===== src/pkg/irq_consts.vh =====
`ifndef IRQ_CONSTS_VH
`define IRQ_CONSTS_VH
// Reset values of the pin interrupt registers
`define PIN_IRQ_ENABLE_RST 8'hff
`define PIN_EDGE_SELECT_RST 8'hff
// Interrupt vector and program counter width
`define IRQ_VECTOR 11'h000
`define PC_W 11
// Page select bit positions inside the status byte
`define PAGE_LSB 5
`define PAGE_MSB 7
// Timer wrap values
`define TIMER_MAX 8'hff
`define TIMER_ZERO 8'h00
// Register selects for the pin register port
`define SEL_PENDING 2'h1
`define SEL_EDGE 2'h2
`define SEL_ENABLE 2'h3
`endif


===== src/rtl/edge_interrupt_and_context_save.v =====
`timescale 1ns/100ps
`default_nettype none
`include "irq_consts.vh"

// Behaviour
// RL1 - Timer wrap to zero requests interrupt when enabled
// RL2 - Eight edge sources, one per port pin
// RL3 - Enable bit zero enables the pin
// RL4 - Reset loads all ones into enable, edge
// RL5 - Edge bit one falling, zero rising
// RL6 - Detected edge sets matching pending bit
// RL7 - Software clears pending before enabling pins
// RL8 - No priority, one interrupt at a time
// RL9 - Acknowledge blocks entry until return
// RL10 - Push PC, save file select, status, W
// RL11 - Clear page bits after status saved
// RL12 - Interrupt stack separate from call stack
// RL13 - Entry loads program counter with zero
// RL14 - Routine clears handled pending bit
// RL15 - Edge in service sets pending, no entry
// RL16 - Return restores PC and shadow registers
// RL17 - Second return also adds literal to timer
// RL18 - Either return re-enables interrupt entry
// RL19 - Pending one means edge since cleared
// RL20 - Request on new pending while enabled, idle
module edge_interrupt_and_context_save (
	input wire clk, // Core clock
	input wire resetn, // Async reset, active low
	input wire ce, // Clock enable
	input wire [7:0] port_pins, // Port B pin levels
	input wire [7:0] rollover_timer, // Timer count now
	input wire timer_irq_en, // Timer interrupt enable (option bit)
	input wire boundary, // Instruction boundary pulse
	input wire [`PC_W-1:0] pc_in, // Program counter now
	input wire [7:0] file_select_in, // File select reg now
	input wire [7:0] status_in, // Status reg now
	input wire [7:0] w_in, // Working reg now
	input wire irq_return, // Plain return pulse
	input wire irq_return_add_timer, // Return with timer add pulse
	input wire [7:0] literal, // Literal for timer add
	input wire [1:0] reg_sel, // Pin register select
	input wire reg_wr, // Write strobe
	input wire [7:0] reg_wdata, // Write data
	output reg [7:0] reg_rdata, // Read data
	output reg irq_take, // Entry pulse to sequencer
	output reg in_service, // Interrupt in service
	output reg pc_load, // Load program counter pulse
	output reg [`PC_W-1:0] pc_out, // New program counter
	output reg ctx_load, // Load file select, status, W pulse
	output reg [7:0] file_select_out, // File select to load
	output reg [7:0] status_out, // Status to load
	output reg [7:0] w_out, // W to load
	output reg timer_load, // Load timer pulse
	output reg [7:0] timer_out, // Timer value to load
	output reg [7:0] pin_irq_enable, // Enable register
	output reg [7:0] pin_edge_select, // Edge select register
	output reg [7:0] pin_irq_pending // Pending register
);

	// Service sequencing states
	localparam [1:0] ST_IDLE = 2'b00;
	localparam [1:0] ST_ARMED = 2'b01;
	localparam [1:0] ST_SERVICE = 2'b10;

	// Pin and timer history for edge and wrap detection
	reg [7:0] pins_last_ff;
	reg [7:0] timer_last_ff;
	// Service state and its next value
	reg [1:0] state_ff;
	reg [1:0] nxt_state;
	// One-entry interrupt stack and context shadows
	reg [`PC_W-1:0] irq_stack_ff;
	reg [7:0] fsr_shadow_ff;
	reg [7:0] status_shadow_ff;
	reg [7:0] w_shadow_ff;
	// Events seen in the current cycle
	wire [7:0] edge_hit;
	wire [7:0] new_pend;
	wire timer_wrap;
	wire pin_req;
	wire any_ret;
	wire entry_go;
	wire return_go;
	// Register port write decodes
	wire wr_pending;
	wire wr_edge;
	wire wr_enable;
	// Next values of the pin registers and read port
	reg [7:0] nxt_pending;
	reg [7:0] nxt_edge;
	reg [7:0] nxt_enable;
	reg [7:0] nxt_rdata;

	// Per pin edge detect by selected polarity
	// RL5 edge polarity select
	function [7:0] edges;
		input [7:0] last;
		input [7:0] now;
		input [7:0] sel;
		begin
			edges = (sel & last & ~now) | (~sel & ~last & now);
		end
	endfunction

	// Write strobe for one register select code
	function sel_write;
		input wr;
		input [1:0] sel;
		input [1:0] code;
		begin
			sel_write = wr && (sel == code);
		end
	endfunction

	// Status byte with the page select field cleared
	// Page bits sit at the top of the status byte
	function [7:0] page_clear;
		input [7:0] status;
		begin
			page_clear = {{(`PAGE_MSB-`PAGE_LSB+1){1'b0}}, status[`PAGE_LSB-1:0]};
		end
	endfunction

	// RL2 eight pin sources
	assign edge_hit = edges(pins_last_ff, port_pins, pin_edge_select);
	// RL20 newly pending enabled pin
	assign new_pend = edge_hit & ~pin_irq_pending & ~pin_irq_enable;
	assign pin_req = |new_pend;
	// RL1 timer wrap request
	// Wrap is maximum last cycle and zero now
	assign timer_wrap = timer_irq_en && (timer_last_ff == `TIMER_MAX) && (rollover_timer == `TIMER_ZERO);
	assign any_ret = irq_return | irq_return_add_timer;

	// Register port write decodes
	assign wr_pending = sel_write(reg_wr, reg_sel, `SEL_PENDING);
	assign wr_edge = sel_write(reg_wr, reg_sel, `SEL_EDGE);
	assign wr_enable = sel_write(reg_wr, reg_sel, `SEL_ENABLE);

	// Boundary matters only while a request is armed
	// RL9 entry only when armed
	assign entry_go = (state_ff == ST_ARMED) && boundary;
	// RL18 either return ends service
	assign return_go = (state_ff == ST_SERVICE) && any_ret;

	// Next pin register values and read data
	always @* begin
		// RL6 set wins over clear
		nxt_pending = (wr_pending ? reg_wdata : pin_irq_pending) | edge_hit;
		nxt_edge = wr_edge ? reg_wdata : pin_edge_select;
		// RL3 zero enables pin
		nxt_enable = wr_enable ? reg_wdata : pin_irq_enable;
		case (reg_sel)
			`SEL_PENDING: begin
				nxt_rdata = pin_irq_pending;
			end
			`SEL_EDGE: begin
				nxt_rdata = pin_edge_select;
			end
			`SEL_ENABLE: begin
				nxt_rdata = pin_irq_enable;
			end
			default: begin
				nxt_rdata = 8'h00;
			end
		endcase
	end

	// Service state transitions
	always @* begin
		nxt_state = state_ff;
		case (state_ff)
			ST_IDLE: begin
				// RL8 one request at a time
				if (timer_wrap || pin_req) begin
					nxt_state = ST_ARMED;
				end
			end
			ST_ARMED: begin
				// Request latched, wait for an instruction boundary
				if (boundary) begin
					nxt_state = ST_SERVICE;
				end
			end
			ST_SERVICE: begin
				// RL15 requests in service dropped
				// A timer wrap in service is lost, it has no flag
				if (any_ret) begin
					nxt_state = ST_IDLE;
				end
			end
			default: begin
				nxt_state = ST_IDLE;
			end
		endcase
	end

	// Pin and timer history; pins are taken as synchronous to clk
	always @(posedge clk or negedge resetn) begin
		if (!resetn) begin
			pins_last_ff <= 8'h00;
			timer_last_ff <= 8'h00;
		end else if (ce) begin
			pins_last_ff <= port_pins;
			timer_last_ff <= rollover_timer;
		end
	end

	// Pin registers and read port
	always @(posedge clk or negedge resetn) begin
		if (!resetn) begin
			// RL4 reset to all ones
			pin_irq_enable <= `PIN_IRQ_ENABLE_RST;
			pin_edge_select <= `PIN_EDGE_SELECT_RST;
			// Cleared here although software must not rely on it
			pin_irq_pending <= 8'h00;
			reg_rdata <= 8'h00;
		end else if (ce) begin
			// RL19 pending holds until cleared
			pin_irq_pending <= nxt_pending;
			// Edge select and enable take writes at once
			pin_edge_select <= nxt_edge;
			pin_irq_enable <= nxt_enable;
			reg_rdata <= nxt_rdata;
		end
	end

	// Service state; in service flag straight from a flop
	always @(posedge clk or negedge resetn) begin
		if (!resetn) begin
			state_ff <= ST_IDLE;
			in_service <= 1'b0;
		end else if (ce) begin
			state_ff <= nxt_state;
			in_service <= (nxt_state == ST_SERVICE);
		end
	end

	// One-entry interrupt stack and shadows, written only at entry
	always @(posedge clk or negedge resetn) begin
		if (!resetn) begin
			irq_stack_ff <= `IRQ_VECTOR;
			fsr_shadow_ff <= 8'h00;
			status_shadow_ff <= 8'h00;
			w_shadow_ff <= 8'h00;
		end else if (ce && entry_go) begin
			// RL10 push PC and context
			// RL12 own one-entry stack
			irq_stack_ff <= pc_in;
			fsr_shadow_ff <= file_select_in;
			status_shadow_ff <= status_in;
			w_shadow_ff <= w_in;
		end
	end

	// Load pulses to the sequencer, one clock-enabled cycle each; held while ce is low
	// Entry needs the armed state and return needs service, so never both
	always @(posedge clk or negedge resetn) begin
		if (!resetn) begin
			irq_take <= 1'b0;
			pc_load <= 1'b0;
			ctx_load <= 1'b0;
			timer_load <= 1'b0;
		end else if (ce) begin
			irq_take <= entry_go;
			pc_load <= entry_go || return_go;
			ctx_load <= entry_go || return_go;
			// RL17 timer add on return
			timer_load <= return_go && irq_return_add_timer;
		end
	end

	// Values presented with the load pulses; held until the next load
	always @(posedge clk or negedge resetn) begin
		if (!resetn) begin
			pc_out <= `IRQ_VECTOR;
			file_select_out <= 8'h00;
			status_out <= 8'h00;
			w_out <= 8'h00;
			timer_out <= 8'h00;
		end else if (ce) begin
			if (entry_go) begin
				// RL13 vector zero
				pc_out <= `IRQ_VECTOR;
				file_select_out <= file_select_in;
				// RL11 clear page bits
				status_out <= page_clear(status_in);
				w_out <= w_in;
			end else if (return_go) begin
				// RL16 restore from shadows
				pc_out <= irq_stack_ff;
				file_select_out <= fsr_shadow_ff;
				status_out <= status_shadow_ff;
				w_out <= w_shadow_ff;
			end
			// Timer sum wraps at eight bits like the counter itself
			if (return_go && irq_return_add_timer) begin
				timer_out <= rollover_timer + literal;
			end
		end
	end

endmodule
`default_nettype wire


===== config.mk =====
export PLATFORM = sky130hd
export DESIGN_NAME = edge_interrupt_and_context_save
export DESIGN_NICKNAME = d
export VERILOG_FILES = /design/src/rtl/edge_interrupt_and_context_save.v
export VERILOG_INCLUDE_DIRS = /design/src /design/src/pkg
export SDC_FILE = /design/constraint.sdc
export NUM_CORES = 1
export LEC_CHECK = 0
export ABC_CLOCK_PERIOD_IN_PS = 3680
export BUFFER_PORTS_ARGS = -buffer_cell sky130_fd_sc_hd__buf_2
export CAP_MARGIN = 5
export CORE_UTILIZATION = 57
export DETAILED_ROUTE_END_ITERATION = 12
export GPL_ROUTABILITY_DRIVEN = 0
export PLACE_DENSITY = 0.95
export SYNTH_ARGS = -nofsm -noshare
export SYNTH_HDL_FRONTEND = slang
export SYNTH_SLANG_ARGS = --single-unit

===== constraint.sdc =====
create_clock -name clk -period 3.68 [get_ports clk]
set_input_delay 0.368 -clock clk [delete_from_list [all_inputs] [get_ports clk]]
set_output_delay 0.368 -clock clk [all_outputs]
set_load 0.005 [all_outputs]

==> metrics.yaml <==
violations: "negative hold slack"
ioPinCount: 157
critPathLaunchType: "register"
ys_top_cells_by_area: "dfrtp_1 49%, nand2_1 11%, mux2_2 7.8%"
fin_nets: 796
synth_top_flop_cell: "dfrtp_1"
finalHoldViolations: 6
clock_latency_ns: 0.52
rsz0062_at_grt: "false"
overflow: 0
cts.repair.resized: 0
final_cell_count_no_fill: 857
wl_per_cell_um: 16.4
grt_pass1_wl_um: 23400
place_inst: 825
yosysWarnings: 0
grt_pass1_vias: 4945
cts_hold_buffers: 0
synth_cell_types: 50
synth_top_area_share_pct: 49.3
syn_inst: 559
power_density_nw_per_um2: 725
setup_viol_count_final: 0
routed_wl_um: 14100
p_sw_mw: 1.68
numCtsBuffers: 17
syn2layout_area_growth_pct: 23.9
grt_antenna_before_repair: 0
ant_nets: 0
p_int_mw: 3.61
slew_viol_final: 0
drive_above_1_share_pct: 35.4
synth-edff-count: 0
fmax_ghz: 0.434
cp.required_ns: 4.01
postCtsSetupBuffers: 0
dieArea_um2: 10700
syn-num-nets: 644
placed_area_um2: 6730
io_buffers: 156
synth_seq_cells: 132
clock_power_share_pct: 30.6
die_w_um: 104
drc: 0
core_um2: 9910
start_util_pct: 59.5
clkSinkCount: 132
cts_buffer_depth: 2
yosys.area.top_type: "dfrtp_1"
track_usage_pct: 27.7
drt_iter0_drc: 214
max-cap-violations: 0
p_sw_share_pct: 31.7
firstDrtPassIters: 6
critPathKind: "reg -> reg"
pwr-share-comb_pct: 25.1
tns_ns: 0
finClkSkew_ns: 0.00772
syn_area_per_cell_um2: 10.5
min_path_type: "in -> async"
end_kind: "register"
pwr-share-seq_pct: 44.3
tightest_slew_ns: 1.10
synthArstFlopShare_pct: 100
yosysMostFrequentCell: "nand2_1"
status: "finished with violations"
peakVddDrop_uv: 480
period_needed_ns: 2.30
fin_crit_sh_pct: 62.6
synthTopCellsByCount: "165 x nand2_1, 116 x dfrtp_1, 41 x mux2_2, 34 x o21ai_0, 24 x nor2_1"
fp.dieH_um: 104
grt_max_degree: 116
vias_per_cell: 5.67
slew-limit-headroom_pct: 26.7
dp_hpwl_um: 9350
ys_seq_area_share_pct: 56.4
fp-row-count: 36
hold_slack_ns: -0.0129
leakagePower_nw: 3.76
vias: 4860
crit_arrival_ns: 2.64
path_max_fanout: 57
syn_area_um2: 5890
cts_tree: "yes"
cts.clk_slew.worst_paths_ns: 0.06
cts_root_buf: "clkbuf_8"
htreeDepth: 4
n_antenna_cell: 0
design_area_um2: 7300
[stage by stage]
stage / worst slack [ns] / util [%] / power [mW]
floorplan: 1.92 / - / 3.10
global placement: 1.47 / 67.9 / 3.57
detailed placement: 1.26 / 67.9 / 3.69
CTS: 1.35 / 73.7 / 5.32
global route: 1.10 / 73.7 / 5.61
finish: 1.38 / 73.7 / 5.29
[worst max-delay path, stage by stage (launching register included)]
cell and delay, ns:
dfrtp_1 0.45, nand4b_1 0.18, inv_2 0.26, nor2_4 0.93, o21ai_0 0.27
[cell families (layout without fill, tap and decap cells)]
group	after synthesis	count (layout)	share of synthesized area, %
xor gates and xnor gates	5	5	0.743
muxes	63	63	11.6
adders and majority gates	8	8	1.83
and+or+nand+nor	217	217	15.5
AOI/OAI and AO/OA	97	97	10.7
buffers and inverters	37	202	3.23
DFF	132	132	56.4
[routing by layer]
| layer | vias up | global-route usage (%) | part of all wire (%) |
|---|---|---|---|
| met5 | - | 0 | 0 |
| met1 | 2373 | 34.0 | 40 |
| li1 | 2224 | - | - |
| met2 | 234 | 46.5 | 51 |
| met4 | 0 | 10.3 | 1.7 |
| met3 | 29 | 8.12 | 7.9 |
[final timing paths]
kind | slack (ns) | cells after the start | from | to
setup / recovery | 1.38 | 4 | state_ff[0]$_DFFE_PN0P_ | file_select_out[2]$_DFFE_PN0P_
hold / removal | -0.01 | 1 | resetn | timer_out[2]$_DFFE_PN0P_
setup reg to reg | 1.38 | 4 | state_ff[0]$_DFFE_PN0P_ | file_select_out[2]$_DFFE_PN0P_
hold reg to reg | 0.48 | 2 | timer_out[5]$_DFFE_PN0P_ | timer_out[5]$_DFFE_PN0P_
max in group asynchronous | 2.85 | 2 | resetn | w_out[4]$_DFFE_PN0P_
min in group clk | 0.04 | 3 | pc_in[8] | irq_stack_ff[8]$_DFFE_PN0P_
[state kept, by name, indices dropped and copies added, names as in the netlist, 2 cells and up]
signal,cells
timer_last_ff,8
pins_last_ff,8
pin_edge_select,8
status_out,8
irq_stack_ff,11
w_out,8
w_shadow_ff,8
pin_irq_enable,8
file_select_out,8
timer_out,8
state_ff,2
status_shadow_ff,8
reg_rdata,8
pin_irq_pending,8
fsr_shadow_ff,8
pc_out,11
[power by group through the flow]
stage	Clock, mW	Sequential [mW]	Combinational [mW]
finish	1.62	2.35	1.33
floorplan	0	2.31	0.787
detailed placement	0	2.35	1.34
global placement	0	2.32	1.26
CTS	1.64	2.34	1.35
global route	1.70	2.41	1.50
[final cells by class]
class / count / area [µm²]
Sequential cell: 132 / 3320
Fill cell: 701 / 2610
Multi-Input combinational cell: 390 / 2380
Timing Repair Buffer: 161 / 825
Clock buffer: 17 / 414
Tap cell: 133 / 166
Clock inverter: 15 / 160
Inverter: 9 / 33.8
[placed cells by master (no fill, tap or decap), types with 4 or more instances in the layout]
cell type,netlist,layout
a22oi_1,15,15
a22o_1,14,14
buf_4,2,5
clkinv_4,0,7
clkbuf_16,0,16
mux2_2,41,41
a21oi_1,13,13
dfrtp_1,116,116
buf_2,11,155
ha_1,7,7
nand3_1,4,4
nand2_1,165,165
a211oi_1,4,4
inv_1,8,8
o21ai_1,4,4
dfstp_2,16,16
o21ai_0,34,34
mux2i_1,22,22
nor2_1,24,24
(Power assumes the default switching activity.)
